## src/rtl/tsh_pkg.sv

```systemverilog
// Package for the timed sleep and halt controller: constants and states.
// Assumes a single 20 MHz clock; all timing counts derive from it.
//
// Function
// - Accept sleep seconds 1 to 65535
// - Round sleep up to 2.304 s steps
// - Sleeping pins keep their prior directions
// - Each wake forces pins input 18 ms
// - After glitch restore program pin directions
// - Each wake advances counter once per credited step, else resleep
// - Calibrate watchdog against resonator, apply correction
// - Halt stops execution until reset
// - Halt stays at full run power
// - Halt holds pins, never glitches
package tsh_pkg;
   localparam int unsigned CLK_HZ = 20_000_000; // Device clock rate
   localparam int unsigned NPINS = 16; // Number of I/O pins
   localparam int unsigned SEC_W = 16; // Width of sleep operand
   // Watchdog step in microseconds, nominal 2.304 s
   localparam longint unsigned STEP_US = 64'd2_304_000;
   // Glitch time in microseconds, 18 ms
   localparam longint unsigned GLITCH_US = 64'd18_000;
   // Cycles per nominal watchdog step
   localparam longint unsigned STEP_CYC = STEP_US * CLK_HZ / 1_000_000;
   // Cycles of the input-mode glitch
   localparam longint unsigned GLITCH_CYC = GLITCH_US * CLK_HZ / 1_000_000;
   // Steps in ms units so a second count can be turned into steps
   localparam logic [31:0] STEP_MS = 32'd2304;
   localparam logic [31:0] MS_PER_S = 32'd1000;
   localparam int unsigned STEPS_W = 16; // Step counter width
   // Calibration count width: the nominal step is over 2^25 cycles, so
   // one spare bit is left for a slow oscillator's longer period
   localparam int unsigned CORR_W = 27;
   // Controller states
   typedef enum logic [2:0] {
      TSH_RUN, TSH_DIVIDE, TSH_SLEEP, TSH_GLITCH, TSH_HALT
   } tsh_state_t;
endpackage : tsh_pkg

```

## src/rtl/tsh_ctrl.sv

```systemverilog
// Sleep and halt controller: timed low-power sleep counted in watchdog
// steps, periodic wake glitch, and a halt state held until reset.
// Assumes the core issues one-cycle command pulses and that the watchdog
// oscillator arrives as a synchronous one-cycle tick.
// Assumes reset is already synchronous and comes from the external pin
// or from a power-on circuit; it is the only way out of halt.
`timescale 1ns/10ps
`default_nettype none
module tsh_ctrl #(
   parameter longint unsigned STEP_CYCLES = tsh_pkg::STEP_CYC,
   parameter longint unsigned GLITCH_CYCLES = tsh_pkg::GLITCH_CYC
) (
   input wire logic i_clock,
   input wire logic i_rst, // Also driven from external_reset_pin_n
   input wire logic i_sleep_cmd, // One-cycle sleep request
   input wire logic [tsh_pkg::SEC_W-1:0] i_sleep_secs,
   input wire logic i_halt_cmd, // One-cycle halt request
   input wire logic i_wdt_tick, // Watchdog oscillator timeout pulse
   input wire logic [tsh_pkg::NPINS-1:0] i_prog_dir, // 1 = output
   output logic [tsh_pkg::NPINS-1:0] o_pin_dir,
   output logic o_low_power,
   output logic o_exec_en,
   output logic o_sleep_done, // Pulse on resume
   output logic o_halted
);
   import tsh_pkg::*;

   // Glitch and step lengths in device clock cycles. Both are parameters
   // so a bench can shrink them; the real values make a glitch last
   // hundreds of thousands of cycles, which is also what lets one wake
   // absorb several credited steps.
   localparam logic [31:0] GL_N = 32'(GLITCH_CYCLES);
   localparam logic [CORR_W-1:0] STEP_N = CORR_W'(STEP_CYCLES);

   tsh_state_t state_q, state_d; // Main state
   logic [STEPS_W-1:0] target_q, target_d; // Steps requested
   logic [STEPS_W-1:0] elapsed_q, elapsed_d; // Steps done
   logic [31:0] gl_cnt_q, gl_cnt_d; // Glitch timer
   logic [31:0] dividend_q, dividend_d; // Milliseconds to divide
   logic [NPINS-1:0] dir_q, dir_d; // Latched pin directions
   // Low-power request; drops for every wake glitch
   logic low_q, low_d;
   // Execution enable; low while dividing, sleeping or halted
   logic exec_q, exec_d;
   // One-cycle resume pulse
   logic done_q, done_d;
   // Halt flag; cleared only by reset
   logic halt_q, halt_d;
   // Pin directions as driven out; all input for the whole glitch
   logic [NPINS-1:0] pin_dir_q, pin_dir_d;
   // Calibration: cycles counted between two watchdog ticks while running
   logic [CORR_W-1:0] cal_cnt_q, cal_cnt_d;
   logic [CORR_W-1:0] wdt_per_q, wdt_per_d; // Measured watchdog period
   // Correction accumulator: resonator cycles credited per watchdog tick
   logic [CORR_W:0] credit_q, credit_d;

   // Next-state logic for the whole controller
   always_comb begin
      state_d = state_q;
      target_d = target_q;
      elapsed_d = elapsed_q;
      gl_cnt_d = gl_cnt_q;
      dividend_d = dividend_q;
      dir_d = dir_q;
      low_d = low_q;
      exec_d = exec_q;
      done_d = 1'b0;
      halt_d = halt_q;
      cal_cnt_d = cal_cnt_q;
      wdt_per_d = wdt_per_q;
      credit_d = credit_q;
      unique case (state_q)
         TSH_RUN: begin
            // Pins follow the program while running
            dir_d = i_prog_dir;
            exec_d = 1'b1;
            // Measure watchdog period in resonator cycles while awake
            if (i_wdt_tick) begin
               if (cal_cnt_q != '0) begin
                  wdt_per_d = cal_cnt_q;
               end
               cal_cnt_d = CORR_W'(1);
            end else if (cal_cnt_q != '0 && cal_cnt_q != '1) begin
               // Count only once a first tick has opened the window, so
               // the time since reset or resume is never taken as a period
               cal_cnt_d = cal_cnt_q + CORR_W'(1);
            end
            if (i_halt_cmd) begin
               // Halt: no low power, pins frozen
               state_d = TSH_HALT;
               exec_d = 1'b0;
               halt_d = 1'b1;
            end else if (i_sleep_cmd && i_sleep_secs != '0) begin
               dividend_d = 32'(i_sleep_secs) * MS_PER_S;
               target_d = '0;
               elapsed_d = '0;
               credit_d = '0;
               exec_d = 1'b0;
               state_d = TSH_DIVIDE;
            end
         end
         TSH_DIVIDE: begin
            // Ceiling division of milliseconds by the step, one step a cycle
            if (dividend_q != '0) begin
               target_d = target_q + STEPS_W'(1);
               dividend_d = (dividend_q > STEP_MS) ? dividend_q - STEP_MS
                                                   : 32'h0000_0000;
            end else begin
               state_d = TSH_SLEEP;
               low_d = 1'b1;
               dir_d = i_prog_dir;
            end
         end
         TSH_SLEEP: begin
            // Directions stay as latched; only the glitch overrides them
            if (i_wdt_tick) begin
               low_d = 1'b0;
               gl_cnt_d = '0;
               state_d = TSH_GLITCH;
               // Credit the measured period; a step counts when a nominal
               // step of time has been covered, so a fast oscillator waits
               // for extra ticks and a slow one is never short-changed.
               credit_d = credit_q + {1'b0, wdt_per_q};
            end
         end
         TSH_GLITCH: begin
            // Spend one credited step per glitch cycle, so a slow
            // oscillator whose tick covers several steps is counted in
            // full rather than as a single step per wake.
            if (credit_q >= {1'b0, STEP_N} && elapsed_q < target_q) begin
               credit_d = credit_q - {1'b0, STEP_N};
               elapsed_d = elapsed_q + STEPS_W'(1);
            end
            if (gl_cnt_q >= GL_N - 32'd1) begin
               // Control regained: resume once the target is reached
               if (elapsed_d >= target_q) begin
                  state_d = TSH_RUN;
                  exec_d = 1'b1;
                  done_d = 1'b1;
                  dir_d = i_prog_dir;
                  cal_cnt_d = '0;
               end else begin
                  // Not yet: back to low power until the next tick
                  state_d = TSH_SLEEP;
                  low_d = 1'b1;
               end
            end else begin
               gl_cnt_d = gl_cnt_q + 32'd1;
            end
         end
         TSH_HALT: begin
            // Only reset leaves; power and pins stay as they are
            exec_d = 1'b0;
            low_d = 1'b0;
            dir_d = dir_q;
         end
         default: state_d = TSH_RUN;
      endcase
      // Pins read as inputs for the whole glitch, otherwise as latched;
      // decided from the next state so the pins switch with the state
      pin_dir_d = (state_d == TSH_GLITCH) ? '0 : dir_d;
   end

   // Register stage; reset is how a halt is left
   always_ff @(posedge i_clock) begin
      if (i_rst) begin
         state_q <= TSH_RUN;
         target_q <= '0;
         elapsed_q <= '0;
         gl_cnt_q <= '0;
         dividend_q <= '0;
         dir_q <= '0;
         low_q <= 1'b0;
         exec_q <= 1'b0;
         done_q <= 1'b0;
         halt_q <= 1'b0;
         cal_cnt_q <= '0;
         wdt_per_q <= STEP_N;
         credit_q <= '0;
      end else begin
         state_q <= state_d;
         target_q <= target_d;
         elapsed_q <= elapsed_d;
         gl_cnt_q <= gl_cnt_d;
         dividend_q <= dividend_d;
         dir_q <= dir_d;
         low_q <= low_d;
         exec_q <= exec_d;
         done_q <= done_d;
         halt_q <= halt_d;
         cal_cnt_q <= cal_cnt_d;
         wdt_per_q <= wdt_per_d;
         credit_q <= credit_d;
      end
   end

   // Pin direction register; all inputs while reset holds the device
   always_ff @(posedge i_clock) begin
      if (i_rst) begin
         // Released pins are safest as inputs until the program runs
         pin_dir_q <= '0;
      end else begin
         pin_dir_q <= pin_dir_d;
      end
   end

   // Every output comes straight from a register, so loads never see
   // a combinational glitch between states
   assign o_pin_dir = pin_dir_q;
   assign o_low_power = low_q;
   assign o_exec_en = exec_q;
   assign o_sleep_done = done_q;
   assign o_halted = halt_q;
endmodule : tsh_ctrl
`default_nettype wire

```

## config.mk

```make
export PLATFORM = sky130hd
export DESIGN_NAME = tsh_ctrl
export DESIGN_NICKNAME = d
export VERILOG_FILES = /design/src/rtl/tsh_pkg.sv /design/src/rtl/tsh_ctrl.sv
export SDC_FILE = /design/constraint.sdc
export NUM_CORES = 1
export LEC_CHECK = 0
export ABC_AREA = 1
export BUFFER_PORTS_ARGS = -buffer_cell sky130_fd_sc_hd__buf_4
export CORE_UTILIZATION = 46
export CTS_BUF_LIST = sky130_fd_sc_hd__clkbuf_2
export CTS_CLUSTER_DIAMETER = 50
export CTS_CLUSTER_SIZE = 12
export DETAILED_ROUTE_END_ITERATION = 6
export GPL_ROUTABILITY_DRIVEN = 0
export PLACE_DENSITY = 0.6
export SYNTH_ARGS = -nofsm -noshare
export SYNTH_HDL_FRONTEND = slang
export SYNTH_SLANG_ARGS = --single-unit
```

## constraint.sdc

```tcl
create_clock -name i_clock -period 6.5 [get_ports i_clock]
set_input_delay 0.65 -clock i_clock [delete_from_list [all_inputs] [get_ports i_clock]]
set_output_delay 0.65 -clock i_clock [all_outputs]
set_load 0.005 [all_outputs]
```

==> flow_metrics.py <==
metrics = {
    "status": {
        "status": "completed",
    },
    "critical_path": {
        "start_kind": "register",
        "cp.arrival_ps": 5680,
        "path_buf_inv": 4,
        "end_kind": "register",
        "crit_type": "reg -> reg",
        "cp_slowest_cell": "dfxtp_1",
        "required_ps": 7320,
        "path_common_cell": "nand2_1",
        "crit_family": "simple AND/OR/NAND/NOR gates",
        "cpPeakStageDelay_ps": 450,
        "worstPathMaxFanout": 31,
    },
    "sta": {
        "setup_violations": 0,
        "hold_ws_ps": 95.9,
        "finalHoldViolations": 0,
        "slew_violations": 0,
        "period_needed_ps": 4860,
        "tightest_slew_ps": 1270,
        "fin_crit_sh": 0.748,
        "slew-limit-headroom": 0.156,
        "fin_setup_tns_ps": 0,
        "skew_ps": 161,
        "rsz0062_at_grt": "false",
        "fmax_mhz": 206,
    },
    "die": {
        "rows": 70,
        "core_area_mm2": 0.0367,
        "die-area_mm2": 0.0381,
        "die_w_um": 195,
        "io_pins": 57,
        "fp.dieH_um": 195,
        "start_util": 0.468,
    },
    "placement": {
        "dp_cells": 3105,
        "hpwl_um": 35800,
        "portBuffers": 56,
    },
    "logic_synthesis": {
        "syn-cell-area_mm2": 0.0172,
        "ys_seq_elements": 214,
        "syn_avg_cell_area_um2": 6.48,
        "ys_seq_area_frac": 0.249,
        "synth_fp_nets": 2870,
        "netlist_instances": 2650,
        "yosys_warnings": 0,
        "synth_ff_type": "dfxtp_1",
        "synthArstFlopShare": 0,
        "synth_edf_count": 0,
        "synth.distinct_cells": 50,
    },
    "global_route": {
        "grt.total_usage": 0.251,
        "grt_pass1_wl_um": 79300,
        "grt_max_degree": 77,
        "grt_overflow": 0,
        "antenna_found_initial": 4,
        "grt_pass1_vias": 16000,
    },
    "cts": {
        "worstSkewPairLatency_ps": 1050,
        "clock-sinks": 214,
        "cts_buffers": 31,
        "cts-resized-gates": 0,
        "clk_pin_slew_worst_paths_ps": 220,
        "tritoncts": "done",
        "root_buffer": "clkbuf_2",
        "htreeDepth": 1,
        "clockBufferDepth": 3,
    },
    "detailed_routing": {
        "via_per_inst": 5.27,
        "wire_per_inst_um": 14.9,
        "firstDrtPassIters": 6,
        "ant_nets": 0,
        "vias": 16800,
        "drt_wl_total_um": 47300,
        "drc": 0,
        "drtIter0Drc": 1142,
    },
    "cells_and_area": {
        "layout.cells.non_filler": 3182,
        "syn_to_final_growth_pct": 7.27,
        "drive_gt1_frac": 0.0730,
        "finalNetCount": 2909,
    },
    "flow_run": {
        "drv_cap": 0,
    },
    "pwr": {
        "irDropWorstVdd_v": 0.000224,
        "fin_total_pwr_mw": 4.96,
        "p_leak_nw": 8.66,
        "p_per_area_mw_per_mm2": 269,
    },
    "min_path": {
        "hp-class": "in -> reg",
    },
}
-- worst paths after layout --
kind | startpoint | end | depth (start not counted) | slack [ps]
worst min register to register | gl_cnt_q[22] | gl_cnt_q[22] | 2 | 450
worst min-delay path | i_sleep_secs[1] | dividend_q[4] | 3 | 100
worst max-delay path | target_q[9] | cal_cnt_q[1] | 26 | 1640
worst max register to register | target_q[9] | cal_cnt_q[1] | 26 | 1640
-- synth_stat cells, types with 2 or more instances --
cell type,count,area (um^2)
nand3_2,4,40.0
a21o_1,6,45.0
nand2_4,4,45.0
nor4_1,7,43.8
xor2_1,46,403
buf_2,27,135
a31oi_1,3,18.8
inv_1,328,1230
buf_6,7,78.8
o21ai_1,17,85.1
and2_1,2,12.5
o22ai_1,13,81.3
nand3b_1,9,67.6
buf_4,6,45.0
o21ai_0,120,601
o22ai_2,3,37.5
nor2_1,361,1360
fa_1,55,1100
a21oi_2,3,26.3
o21a_1,3,22.5
a31o_2,2,17.5
buf_1,3,11.3
or2_2,11,68.8
nand2_2,13,81.3
clkbuf_1,30,113
dfxtp_1,214,4280
o211ai_1,13,97.6
a21oi_1,180,901
inv_2,21,78.8
o21ai_2,3,26.3
nor3_1,50,250
ha_1,128,1600
nor2_2,10,62.6
xnor2_1,10,87.6
nand2_8,2,40.0
nand2_1,654,2450
nand4_1,46,288
nand3_1,214,1070
o21bai_1,11,82.6
-- per-layer routing --
layer,global-route usage,routed length (um),up-vias
met2,0.428,21900,346
met3,0.0278,2160,77
met5,0,27,-
met1,0.331,22000,7724
met4,0.0767,1230,4
li1,-,-,8626
-- power by group --
part	internal (mW)	total [mW]	leakage (nW)	switching (mW)
clock	0.298	0.871	0.242	0.573
combinational	0.902	2.53	6.68	1.63
sequential	1.44	1.56	1.75	0.115
total	2.64	4.96	8.66	2.32
-- area by class of cell --
cell class | count | area, um^2
well taps | 468 | 586
clock buffers | 33 | 165
multi-input cells | 2010 | 11200
clock inverters | 23 | 234
flip-flops and latches | 214 | 4280
repair buffers | 80 | 648
diodes | 2 | 5.00
inverters | 352 | 1330
fillers | 3843 | 18300
-- layout by cell type, fill, tap and decap left out, types with 22 or more instances in the layout --
cell,synthesis,final
nand2_1,654,654
xor2_1,46,46
buf_4,6,61
clkbuf_2,1,33
inv_1,328,327
ha_1,128,128
nand4_1,46,46
dfxtp_1,214,214
o21ai_0,120,120
fa_1,55,55
inv_2,21,22
nor3_1,50,50
nor2_1,361,361
a21oi_1,180,180
nand3_1,214,214
-- worst reg2reg max path: stages, from the launching register on --
cell     delay, ps
dfxtp_1        450
inv_1          110
ha_1           320
nand2_1         70
inv_1           30
o21ai_0        140
nand2_1         80
a21oi_1        220
nand3_2        370
inv_2          350
o21ai_0        140
nand2_1         90
inv_1           40
ha_1           280
nand2_1         50
nor2_1         110
nand2_1         70
nand2_1         50
nor2_1          40
nand2_1        100
nand2_1         80
nand2_2        360
nand2_8        210
nand2_4        280
nand2_4        280
o21ai_1        240
nor2_1          50
-- through the flow --
stage	utilization	setup WS, ps	instance area, um^2
CTS	0.502	1680	18400
finish	0.502	1640	18400
floorplan	-	2490	17200
detailed placement	0.486	1850	17800
global placement	0.486	1900	17800
global route	0.502	1170	18400
-- flip-flops by register name (all words and copies together) (netlist names) --
signal,cells
o_pin_dir,16
credit_q,28
o_low_power,1
o_sleep_done,1
dividend_q,29
elapsed_q,16
dir_q,16
o_exec_en,1
o_halted,1
state_q,3
gl_cnt_q,32
target_q,16
cal_cnt_q,27
wdt_per_q,27
-- logic make-up after synthesis --
logic type / Yosys count / synth area share
adder cells (fa/ha/maj): 183 / 0.157
XOR/XNOR: 56 / 0.0285
AO/OA/AOI/OAI: 381 / 0.121
AND/OR/NAND/NOR: 1390 / 0.344
flip-flops: 214 / 0.249
buffers and inverters: 426 / 0.0997
-- timing repair --
item | CTS | global route
endpoints found under the hold margin | 42 | 0
setup endpoints to repair | 0 | 0
buffers inserted | 0 | 0
hold buffers | 19 | 0
No activity file was read; power rests on OpenSTA's default activity.
